## src/pkg/erl_pkg.sv

```systemverilog
// Constants, register map and state types of the event recovery supervisor.
// Assumes one 40 MHz clock and a 32-bit AHB-Lite register port.
package erl_pkg;

    // ------------------------------------------------------------
    // Sizes and clock
    // ------------------------------------------------------------
    localparam int EVENT_COUNT = 8;
    localparam int CLOCK_HZ = 40000000;
    localparam logic [15:0] MAX_RECOV_RESET = 16'h0000;
    localparam logic [2:0] HSIZE_WORD = 3'h2;

    // ------------------------------------------------------------
    // Parameter indices of the maximum-recovery settings
    // ------------------------------------------------------------
    localparam logic [11:0] IDX_MAX_LOG_MISSED = 12'h2fc;
    localparam logic [11:0] IDX_MAX_USER_DISABLE = 12'h2fd;
    localparam logic [11:0] IDX_MAX_POS_LIMIT = 12'h2fe;
    localparam logic [11:0] IDX_MAX_NEG_LIMIT = 12'h2ff;
    localparam logic [11:0] IDX_MAX_CURRENT_LIMIT = 12'h300;
    localparam logic [11:0] IDX_MAX_CONT_CURRENT_LIMIT = 12'h301;
    localparam logic [11:0] IDX_MAX_LOOP_SATURATED = 12'h302;
    localparam logic [11:0] IDX_MAX_USER_UNDERVOLT = 12'h303;
    localparam logic [11:0] ADDR_MAX_FIRST = 12'(IDX_MAX_LOG_MISSED * 4);
    localparam logic [11:0] ADDR_MAX_LAST = 12'(IDX_MAX_USER_UNDERVOLT * 4);

    // ------------------------------------------------------------
    // Control, status and interrupt registers (byte addresses)
    // ------------------------------------------------------------
    localparam logic [11:0] ADDR_CONTROL = 12'h000;
    localparam logic [11:0] ADDR_ACTION = 12'h004;
    localparam logic [11:0] ADDR_TIMEOUT_WIN = 12'h008;
    localparam logic [11:0] ADDR_RECOV_TIME = 12'h00c;
    localparam logic [11:0] ADDR_EVENT_STATE = 12'h010;
    localparam logic [11:0] ADDR_LATCH_RESET = 12'h014;
    localparam logic [11:0] ADDR_COUNT_CLEAR = 12'h018;
    localparam logic [11:0] ADDR_IRQ_STATUS = 12'h01c;
    localparam logic [11:0] ADDR_IRQ_CLEAR = 12'h020;
    localparam logic [11:0] ADDR_IRQ_ENABLE = 12'h024;
    localparam logic [11:0] ADDR_COUNT_FIRST = 12'h040;
    localparam logic [11:0] ADDR_COUNT_LAST = 12'h05c;
    localparam logic [15:0] TIMEOUT_WIN_RESET = 16'h0000;
    localparam logic [15:0] RECOV_TIME_RESET = 16'h0000;
    localparam logic [7:0] ACTION_RESET = 8'hff;

    // ------------------------------------------------------------
    // State of one event supervisor
    // ------------------------------------------------------------
    typedef struct packed {
        logic prevLevel;
        logic pending;
        logic latched;
        logic [17:0] clearCnt;
        logic [15:0] recovCount;
        logic occurred;
        logic latchedPulse;
    } sup_state_t;

    // ------------------------------------------------------------
    // State of the top block
    // ------------------------------------------------------------
    typedef struct packed {
        logic [8:0] sync1;
        logic [8:0] sync2;
        logic wrPending;
        logic [11:0] wrAddr;
        logic rdLate;
        logic [11:0] rdAddr;
        logic hreadyout;
        logic hresp;
        logic [31:0] hrdata;
        logic [7:0][15:0] maxRecov;
        logic bridgeReq;
        logic [7:0] action;
        logic [15:0] timeoutWin;
        logic [15:0] recovTime;
        logic [15:0] irqStatus;
        logic [15:0] irqEnable;
        logic [7:0] latchReset;
        logic [7:0] countClear;
        logic bridgeEnable;
        logic [7:0] eventAction;
        logic [7:0] latchedEvents;
        logic irq;
    } top_state_t;

endpackage : erl_pkg

```

## src/pkg/event_sup_if.sv

```systemverilog
// Signals between the top block and one event supervisor.
// Assumes both ends run on the same clock.
`timescale 1ns/1ps
interface event_sup_if;
    logic eventLevel;
    logic [15:0] maxRecov;
    logic [16:0] clearTime;
    logic latchReset;
    logic countClear;
    logic latched;
    logic pending;
    logic [15:0] recovCount;
    logic occurred;
    logic latchedPulse;

    modport sup (
        input eventLevel, maxRecov, clearTime, latchReset, countClear,
        output latched, pending, recovCount, occurred, latchedPulse
    );
    modport ctl (
        output eventLevel, maxRecov, clearTime, latchReset, countClear,
        input latched, pending, recovCount, occurred, latchedPulse
    );
endinterface : event_sup_if

```

## src/hw/event_supervisor.sv

```systemverilog
// Recovery counting and latching for one monitored event.
// Assumes a level already synchronised to the clock.
`timescale 1ns/1ps
module event_supervisor
    import erl_pkg::*;
(
    input wire logic clock,
    input wire logic sys_rst,
    event_sup_if.sup port
);

    sup_state_t s;
    sup_state_t next_s;
    logic [15:0] bumped;

    // Next state of the supervisor
    always_comb begin
        next_s = s;
        bumped = (s.recovCount == 16'hffff) ? s.recovCount : s.recovCount + 16'h0001;
        next_s.prevLevel = port.eventLevel;
        next_s.occurred = port.eventLevel & ~s.prevLevel;
        next_s.latchedPulse = 1'b0;
        if (port.eventLevel) begin
            next_s.pending = ~s.latched;
            next_s.clearCnt = '0;
        end else if (s.pending) begin
            if (s.clearCnt > {1'b0, port.clearTime}) begin
                next_s.pending = 1'b0;
                next_s.clearCnt = '0;
                next_s.recovCount = bumped;
                if (bumped >= port.maxRecov) begin
                    next_s.latched = 1'b1;
                    next_s.latchedPulse = 1'b1;
                end
            end else begin
                next_s.clearCnt = s.clearCnt + 18'h00001;
            end
        end
        // Explicit reset; a latch set in the same cycle wins
        if (port.latchReset && !next_s.latchedPulse) begin
            next_s.latched = 1'b0;
        end
        // Counter clear only on the tool-gated strobe
        if (port.countClear) begin
            next_s.recovCount = '0;
        end
    end

    // State register
    always_ff @(posedge clock or posedge sys_rst) begin
        if (sys_rst) begin
            s <= '0;
        end else begin
            s <= next_s;
        end
    end

    assign port.latched = s.latched;
    assign port.pending = s.pending;
    assign port.recovCount = s.recovCount;
    assign port.occurred = s.occurred;
    assign port.latchedPulse = s.latchedPulse;

endmodule : event_supervisor

```

## src/hw/event_recovery_limit_latch.sv

```systemverilog
// Recovery supervision of eight drive events with AHB-Lite registers.
// Assumes event pins and the tool-connected pin are asynchronous.
//
// How it works
// - Each event occurrence triggers its configured action.
// - Count recovery after clear exceeds window plus time.
// - Latch event when recovery count reaches maximum.
// - Latched event disables bridge until explicit reset.
// - Counters clear only while configuration tool connected.
// - Maximum settings are unsigned 16-bit read/write.
// - Index 765 holds user-disable maximum.
// - Indices 766, 767 hold travel limit maxima.
// - Indices 768, 769 hold current-limiting maxima.
// - Indices 770, 771 hold saturation, under-voltage maxima.
// - Index 764 holds log-missed maximum, same scheme.
//
// The AHB-Lite slave port was chosen for this implementation.
`timescale 1ns/1ps
module event_recovery_limit_latch
    import erl_pkg::*;
#(
    parameter logic [15:0] MAX_RECOV_INIT = MAX_RECOV_RESET
)
(
    input wire logic clock,
    input wire logic sys_rst,
    input wire logic hsel,
    input wire logic [31:0] haddr,
    input wire logic [1:0] htrans,
    input wire logic hwrite,
    input wire logic [2:0] hsize,
    input wire logic [31:0] hwdata,
    input wire logic hready,
    output logic hreadyout,
    output logic hresp,
    output logic [31:0] hrdata,
    input wire logic [7:0] eventIn,
    input wire logic cfgToolConnected,
    output logic bridgeEnable,
    output logic [7:0] eventAction,
    output logic [7:0] latchedEvents,
    output logic irq
);

    // ------------------------------------------------------------
    // Declarations
    // ------------------------------------------------------------
    top_state_t s;
    top_state_t next_s;
    logic [7:0] latchedVec;
    logic [7:0] pendingVec;
    logic [7:0] occurredVec;
    logic [7:0] latchedPulseVec;
    logic [7:0][15:0] countVec;
    logic [16:0] clearTime;
    logic accept;
    logic [15:0] irqClr;
    logic [2:0] wIdx;

    // Cleared time that must be exceeded before a recovery counts
    assign clearTime = {1'b0, s.timeoutWin} + {1'b0, s.recovTime};

    // ------------------------------------------------------------
    // Per-event supervisors
    // ------------------------------------------------------------
    for (genvar i = 0; i < EVENT_COUNT; i++) begin : gen_event
        event_sup_if link ();

        // Drive the supervisor from synchronised levels and settings
        assign link.eventLevel = s.sync2[i];
        assign link.maxRecov = s.maxRecov[i];
        assign link.clearTime = clearTime;
        assign link.latchReset = s.latchReset[i];
        assign link.countClear = s.countClear[i];
        assign latchedVec[i] = link.latched;
        assign pendingVec[i] = link.pending;
        assign occurredVec[i] = link.occurred;
        assign latchedPulseVec[i] = link.latchedPulse;
        assign countVec[i] = link.recovCount;

        event_supervisor u_sup (
            .clock(clock),
            .sys_rst(sys_rst),
            .port(link.sup)
        );
    end

    // ------------------------------------------------------------
    // Register read decode
    // ------------------------------------------------------------
    function automatic logic [31:0] readWord(input logic [11:0] a);
        logic [31:0] w;
        logic [2:0] idx;
        w = 32'h00000000;
        idx = 3'h0;
        case (a)
            ADDR_CONTROL: begin
                w = {31'h00000000, s.bridgeReq};
            end
            ADDR_ACTION: begin
                w = {24'h000000, s.action};
            end
            ADDR_TIMEOUT_WIN: begin
                w = {16'h0000, s.timeoutWin};
            end
            ADDR_RECOV_TIME: begin
                w = {16'h0000, s.recovTime};
            end
            ADDR_EVENT_STATE: begin
                w = {15'h0000, s.sync2[8], pendingVec, latchedVec};
            end
            ADDR_IRQ_STATUS: begin
                w = {16'h0000, s.irqStatus};
            end
            ADDR_IRQ_ENABLE: begin
                w = {16'h0000, s.irqEnable};
            end
            default: begin
                if (a >= ADDR_MAX_FIRST && a <= ADDR_MAX_LAST && a[1:0] == 2'h0) begin
                    idx = 3'((a - ADDR_MAX_FIRST) >> 2);
                    w = {16'h0000, s.maxRecov[idx]};
                end else if (a >= ADDR_COUNT_FIRST && a <= ADDR_COUNT_LAST
                             && a[1:0] == 2'h0) begin
                    idx = 3'((a - ADDR_COUNT_FIRST) >> 2);
                    w = {16'h0000, countVec[idx]};
                end
            end
        endcase
        return w;
    endfunction : readWord

    // ------------------------------------------------------------
    // Next state of the block
    // ------------------------------------------------------------
    always_comb begin
        next_s = s;
        accept = hsel & htrans[1] & hready;
        irqClr = 16'h0000;
        wIdx = 3'h0;

        // Two-flop synchronisers for the pins
        next_s.sync1 = {cfgToolConnected, eventIn};
        next_s.sync2 = s.sync1;

        // One-cycle strobes toward the supervisors
        next_s.latchReset = 8'h00;
        next_s.countClear = 8'h00;

        // Write data phase
        if (s.wrPending) begin
            case (s.wrAddr)
                ADDR_CONTROL: begin
                    next_s.bridgeReq = hwdata[0];
                end
                ADDR_ACTION: begin
                    next_s.action = hwdata[7:0];
                end
                ADDR_TIMEOUT_WIN: begin
                    next_s.timeoutWin = hwdata[15:0];
                end
                ADDR_RECOV_TIME: begin
                    next_s.recovTime = hwdata[15:0];
                end
                ADDR_LATCH_RESET: begin
                    next_s.latchReset = hwdata[7:0];
                end
                ADDR_COUNT_CLEAR: begin
                    next_s.countClear = hwdata[7:0] & {8{s.sync2[8]}};
                end
                ADDR_IRQ_CLEAR: begin
                    irqClr = hwdata[15:0];
                end
                ADDR_IRQ_ENABLE: begin
                    next_s.irqEnable = hwdata[15:0];
                end
                default: begin
                    // Settings
                    if (s.wrAddr >= ADDR_MAX_FIRST && s.wrAddr <= ADDR_MAX_LAST
                        && s.wrAddr[1:0] == 2'h0) begin
                        wIdx = 3'((s.wrAddr - ADDR_MAX_FIRST) >> 2);
                        next_s.maxRecov[wIdx] = hwdata[15:0];
                    end
                end
            endcase
        end

        // Sticky interrupt status, a new event wins over the clear
        next_s.irqStatus = (s.irqStatus & ~irqClr) | {latchedPulseVec, occurredVec};
        next_s.irq = |(next_s.irqStatus & s.irqEnable);

        // Address phase capture
        next_s.wrPending = accept & hwrite & (hsize == HSIZE_WORD);
        next_s.wrAddr = haddr[11:0];
        if (s.rdLate) begin
            next_s.rdLate = 1'b0;
            next_s.hreadyout = 1'b1;
            next_s.hrdata = readWord(s.rdAddr);
        end else if (accept && !hwrite) begin
            if (s.wrPending) begin
                // Let the pending write land before reading
                next_s.rdLate = 1'b1;
                next_s.hreadyout = 1'b0;
                next_s.rdAddr = haddr[11:0];
            end else begin
                next_s.hrdata = readWord(haddr[11:0]);
            end
        end

        // Event actions and bridge gating
        next_s.eventAction = s.sync2[7:0] & s.action;
        next_s.latchedEvents = latchedVec;
        next_s.bridgeEnable = s.bridgeReq & ~(|latchedVec)
                              & ~(|(pendingVec & s.action));
    end

    // ------------------------------------------------------------
    // State register
    // ------------------------------------------------------------
    always_ff @(posedge clock or posedge sys_rst) begin
        if (sys_rst) begin
            s <= '0;
            s.hreadyout <= 1'b1;
            s.maxRecov <= {EVENT_COUNT{MAX_RECOV_INIT}};
            s.action <= ACTION_RESET;
            s.timeoutWin <= TIMEOUT_WIN_RESET;
            s.recovTime <= RECOV_TIME_RESET;
        end else begin
            s <= next_s;
        end
    end

    // Outputs straight from the state register
    assign hreadyout = s.hreadyout;
    assign hresp = s.hresp;
    assign hrdata = s.hrdata;
    assign bridgeEnable = s.bridgeEnable;
    assign eventAction = s.eventAction;
    assign latchedEvents = s.latchedEvents;
    assign irq = s.irq;

endmodule : event_recovery_limit_latch

```

## config.mk

```make
export PLATFORM = sky130hd
export DESIGN_NAME = event_recovery_limit_latch
export DESIGN_NICKNAME = d
export VERILOG_FILES = /design/src/pkg/erl_pkg.sv /design/src/pkg/event_sup_if.sv /design/src/hw/event_supervisor.sv /design/src/hw/event_recovery_limit_latch.sv
export SDC_FILE = /design/constraint.sdc
export NUM_CORES = 2
export LEC_CHECK = 0
export BUFFER_PORTS_ARGS = -buffer_cell sky130_fd_sc_hd__buf_2
export CAP_MARGIN = 20
export CORE_UTILIZATION = 50
export DETAILED_ROUTE_END_ITERATION = 10
export GPL_TIMING_DRIVEN = 0
export PLACE_DENSITY = 0.66
export SLEW_MARGIN = 10
export SYNTH_ARGS = -nofsm -noshare
export SYNTH_HDL_FRONTEND = slang
export SYNTH_SLANG_ARGS = --single-unit
```

## constraint.sdc

```tcl
create_clock -name clock -period 28.4 [get_ports clock]
set_input_delay 8.52 -clock clock [delete_from_list [all_inputs] [get_ports clock]]
set_output_delay 8.52 -clock clock [all_outputs]
set_load 0.01 [all_outputs]
```

* Word-level counts from Yosys, hierarchy flattened
Cells that the tools add are included.
W data, S select, Z words.
** Operators by class
- Add/subtract/negate cells :: 22
- Magnitude comparators :: 32
- Equal/unequal tests :: 45
- Muxes and demuxes :: 157
- Bitwise operators :: 41
- Reduce and logical (&&, ||, !) cells :: 114
** Operators with widths (number)
- $mux W16 :: 44
- $mux W18 :: 16
- $mux W36 :: 8
- $pmux W17 S7 :: 2
- $bmux W16 S3 :: 4
- $add A18 B1 Y18 const B :: 8
- $gt A18 B17 Y1 :: 8
- $add A16 B1 Y16 const B :: 8
- $bwmux W128 :: 1
- $eq A16 B16 Y1 const B :: 8
- $ge A16 B16 Y1 :: 8
- $reduce_bool A2 Y1 :: 50
- $mux W32 :: 3
- $eq A12 B4 Y1 const B :: 6
- $eq A12 B5 Y1 const B :: 6
- $mux W1 :: 66
- $demux W16 S3 :: 1
- $eq A12 B6 Y1 const B :: 4
- $eq A12 B3 Y1 const B :: 3
- $ge A12 B12 Y1 const B :: 3
- $le A12 B12 Y1 const B :: 3
- $logic_not A12 Y1 :: 3
- $and A16 B16 Y16 :: 2
- $reduce_and A4 Y1 :: 8
- 25 further kinds :: 138
** Word-level totals
- Bits in registers :: 624
- Input port bits :: 83
- Output and inout port bits :: 52
- Logic and storage cells :: 495

* Logic depth before layout (Yosys ltp)
- Depth in word-level cells :: 11
- Depth in mapped cells :: 23
- Depth with buffers taken out :: 21

* By module
From an unflattened synthesis, not the netlist that was laid out.
** Unflattened totals
- Cells, all modules :: 4637
- Area total of the unflattened synthesis :: 44131.1 sq um
** Modules (own cells, without submodules)
- event_supervisor at gen_event[0].u_sup ... :: instances 7, cells each 393, area an instance 3273.1 sq um, seq. area each 975.9 sq um
- event_recovery_limit_latch :: instances 1, cells each 1505, area an instance 17971.0 sq um, seq. area each 7443.4 sq um
- event_supervisor at gen_event[7].u_sup :: instances 1, cells each 381, area an instance 3248.1 sq um, seq. area each 975.9 sq um

* Least setup slack after synthesis
OpenSTA, ideal clock, no wires.
- Path kind :: input-to-reg
- Start point :: in haddr[3]
- End point :: reg s (netlist bit hrdata[0])
- Setup time :: 0.121 ns
- Data arrival time :: 10.826 ns
- Data required time :: 28.279 ns
- Setup slack :: 17.452 ns
- Stages on the path :: 8
- Buffers on the path :: 3
- Cell sequence :: clkbuf_1 buf_1 clkbuf_1 mux4_2 a222oi_1 a31oi_1 o211ai_1 nand2_1
** On the way
- Longest elaborated chain between the ends :: 9
- Elaborated cells on any way between the ends :: 27
- Those cells by class :: 2 x add/sub; 4 x order compare; 6 x eq/ne; 10 x mux; 5 x reduce/logical
** Ends and longest elaborated chain
- from (decl) :: RTL line event_recovery_limit_latch.sv:28 : input wire logic [31:0] haddr,
- $sub A5 B1 Y5, or another cell as far along :: RTL line event_recovery_limit_latch.sv:124 : idx = 3'((a - ADDR_COUNT_FIRST) >> 2);
- $bmux W16 S3 or $logic_and A1 B1 Y1 (tied branches) :: RTL line event_recovery_limit_latch.sv:125, event_recovery_limit_latch.sv:122
- $mux W16 (not written as such) or $logic_and A1 B1 Y1 (tied branches) :: RTL line event_recovery_limit_latch.sv:125, event_recovery_limit_latch.sv:123
- $mux W16 :: RTL line event_recovery_limit_latch.sv:122 : end else if (a >= ADDR_COUNT_FIRST && a <= ADDR_COUNT_LAST
- $mux W16 :: RTL line event_recovery_limit_latch.sv:119 : if (a >= ADDR_MAX_FIRST && a <= ADDR_MAX_LAST && a[1:0] == 2'h0) begin
- $pmux W17 S7 * :: RTL line event_recovery_limit_latch.sv:96 : case (a)
- $mux W32 * :: RTL line event_recovery_limit_latch.sv:199 : if (s.wrPending) begin
- $mux W32 * :: RTL line event_recovery_limit_latch.sv:198 : end else if (accept && !hwrite) begin
- $mux W32 * :: RTL line event_recovery_limit_latch.sv:194 : if (s.rdLate) begin
- to (signal assigned) :: RTL line event_recovery_limit_latch.sv:228 : s <= next_s;
- to (decl) :: RTL line event_recovery_limit_latch.sv:48 : top_state_t s;
Mark *: on every way between the ends. The rest lies on a longest branch, timed or not. The select of a mux whose other input is x is not followed.
A chain may end at the register's enable or synchronous reset.

* Worst setup path after layout
- Start point :: in haddr[3]
- End point :: reg s (netlist bit hrdata[6])
Same word-level chain as after synthesis.

==> results by group <==
Detailed routing
  • DRC viols: 2
  • Via/cell ratio: about 6.5
  • WL/cell: ~28 um
  • Iter 0 DRT Violations: ~3800
  • DR pass1 iterations: 11
  • Vias: around 35000
  • Routed Wire Length: 155000 um
  • Routed Antenna Nets: 0

Setup path
  • R2R setup slack: around 22 ns
  • Crit path required time: roughly 29 ns
  • CP Launch Type: input port
  • Setup CP Type: input port to register
  • Crit-path max FO: 10
  • CP endpoint kind: register
  • Critical Path AT: 12.27 ns

STA
  • Relative slew margins: about a fifth
  • Final slew viol count: 0
  • Tmin final: 11.79 ns
  • Ratio of final minimum period to clock period: approximately 42%
  • Maximum clock rate: roughly 85 MHz
  • Unrepaired setup endpoints after global routing: no
  • Final hold vios: 0
  • Clk_skew: slightly above 0.03 ns
  • Worst-margin pin slew: 1.21 ns
  • Hold WS: ~0.34 ns
  • TNS Setup: 0 ns
  • Final setup fails: 0

CTS
  • Setup Buffers After CTS: 0
  • Maximum root-to-sink buffer count: 3
  • Total CTS buffers: 72
  • Cts hold-fix bufs: 0
  • CTS HTree Levels: 3
  • CTS tree: built
  • CTS-repair resized insts: 0
  • Worst-path clk slew: about 0.060 ns
  • CTS sink cnt: slightly above 600
  • CTS root buffer: clkbuf_16
  • Clock Latency Late Sink: 0.64 ns

Power
  • Power share of the clock group: 44.3%
  • Psw: between 0.0006 and 0.0007 W
  • Max VDD drop: roughly 0.038 mV
  • Internal: 0.00158 W
  • Comb power frac: 13.7%
  • Total power: 0.00220 W
  • P per Cell Area: 48.1 mW/mm^2
  • Switching Fraction: approximately 28%
  • Reg power frac: approximately two fifths
  • Leakage power: between 20 and 25 nW

Yosys
  • Synth Register Bits: around 610
  • Dominant cells by area after synthesis: dfrtp_1 (37%), ha_1 (8.6%), mux4_2 (7.1%)
  • Synth Cell Area: just over 0.04 mm^2
  • YS warnings: 0
  • Gate Count Post-Synth: 4114
  • Seq/Total Area, Yosys: 37.2%
  • Post-synth EDFFs: 0
  • Cell taking the most area after synthesis: dfrtp_1
  • Top FF cell, synth: dfrtp_1
  • Async SR Flop Fraction: 100%
  • Number of distinct library cells after synthesis: roughly 100
  • Syn_area_per_cell: ~10 um^2
  • Synth top area share: a little over a third

Worst hold path
  • Worst min path class: register to register

Global routing
  • GRT Total Usage: approximately 37%
  • First-pass GRT wire length: 225000 um
  • Number of global-route vias before repair: roughly 33000
  • Maximum number of pins on one net before global-route repair: approximately 120
  • Total global routing overflow: 0
  • Initial antenna violation count: 6

Floorplan
  • Die X: 288 um
  • Top Ports: 135
  • Die height: ~290 um
  • Starting Density: 50.7%
  • CORE AREA: around 0.081 mm^2
  • DIE AREA: between 0.08 and 0.09 mm^2
  • Placement row count: ~100

Placed design
  • Cells after DPL: approximately 5300
  • DP HPWL: approximately 120000 um
  • Gpl congestion: roughly 1.1
  • IO Port Bufs: 81

Layout
  • Layout Nets: between 4000 and 5000
  • P&R area growth vs syn: 11.8%
  • Most common cell after layout, fill and taps aside: dfrtp_1
  • Commonest non-fill, non-tap cells in the layout: dfrtp_1 (600), nand2_1 (313), ha_1 (280), nor2_1 (242), a21oi_1 (209)
  • Finished Layout Cells: about 5400
  • Fraction of layout cells with a size suffix above 1: 16.9%
  • Fillcell total: 7118
  • Utilization after layout: between 50 and 60%

Outcome
  • Outcome: finished, violations left
  • Failing checks: DRC

Job
  • Max-cap viol count: 0
-- synthesized netlist by cell type, types with 84 or more instances --
cell type    n
ha_1       280
and3_1      86
inv_1      203
o21ai_0    147
clkbuf_1   159
mux4_2     129
a21oi_1    210
a21o_1     135
mux2_2     207
nand3_1    186
xnor2_1     84
nor2_1     242
dfrtp_1    600
nand2_1    313
mux2i_1    108
-- flip-flops by register name, indices dropped and copies added, names as in the netlist, 8 cells and up --
signal,cells
gen_event.u_sup.port.occurred,8
eventAction,8
gen_event.u_sup.port.latched,8
gen_event.u_sup.port.recovCount,128
gen_event.link.countClear,8
next_s,9
hrdata,17
gen_event.u_sup.port.latchedPulse,8
gen_event.link.eventLevel,8
gen_event.u_sup.port.pending,8
gen_event.link.latchReset,8
gen_event.link.maxRecov,128
s,100
latchedEvents,8
gen_event.u_sup.s,152
-- path summary, 6_finish.rpt --
path                             start                                      to  depth (start not counted)
setup / recovery              haddr[3]                               hrdata[6]                         11
setup reg to reg                 s[68]  gen_event[7].u_sup.port.recovCount[15]                         21
min in group asynchronous      sys_rst  gen_event[2].u_sup.port.recovCount[11]                          2
hold reg to reg            next_s[303]                                  s[303]                          0
hold / removal             next_s[303]                                  s[303]                          0
max in group asynchronous      sys_rst                gen_event[0].u_sup.s[26]                          5
-- cell families (layout without fill, tap and decap cells) --
family          Yosys count  after routing  synth area share, %
compound gates          903            903                 15.1
xor+xnor                124            124                 2.74
fa+ha+maj               286            286                 8.73
buf+inv                 469            712                 4.86
flops                   609            609                 37.2
mux                     451            451                 15.6
other cells               1             17              0.00916
simple gates           1271           1271                 15.7
-- layout make-up --
class / instances / area, um^2 / share of cell area [%]
buffer: 266 / 1230 / 2.69
antenna: 1 / 2.50 / 0.00547
timing repair buffer: 113 / 840 / 1.83
inverter: 203 / 769 / 1.68
clock inverter: 25 / 319 / 0.697
clock buffer: 105 / 2140 / 4.67
tap: 1060 / 1330 / 2.90
sequential: 609 / 15300 / 33.3
multi-input combinational: 3051 / 23900 / 52.2
-- through the flow --
step / area, um^2 / setup slack, ns
floorplan: 41000 / 2.84
global placement: 42700 / -4.83
detailed placement: 43200 / 16.10
CTS: 45700 / 16.76
global route: 45800 / 16.48
finish: 45800 / 16.61
-- power by group through the flow --
stage	Clock, W	Combinational (W)	Sequential, W
floorplan	0	0.000180	0.000923
global placement	0	0.000275	0.000939
detailed placement	0	0.000294	0.000939
CTS	0.000985	0.000296	0.000923
global route	0.00102	0.000323	0.000926
finish	0.000975	0.000302	0.000925
-- layer usage --
layer	track usage, %	share of wire [%]	vias up
met4	21.5	6.7	6
met1	50.2	41	17600
met5	0	0.028	-
met3	8.58	9.5	428
met2	55.2	43	1764
li1	-	-	15700
-- worst max-delay path: stages --
cell	delay [ns]
buf_2	0.11
clkbuf_1	0.28
buf_1	0.82
clkbuf_1	0.89
mux4_2	0.45
mux2i_1	0.30
o22ai_1	0.14
nor2_1	0.18
a311oi_1	0.07
a21oi_1	0.35
o21ai_0	0.14
(Power assumes the default switching activity.)
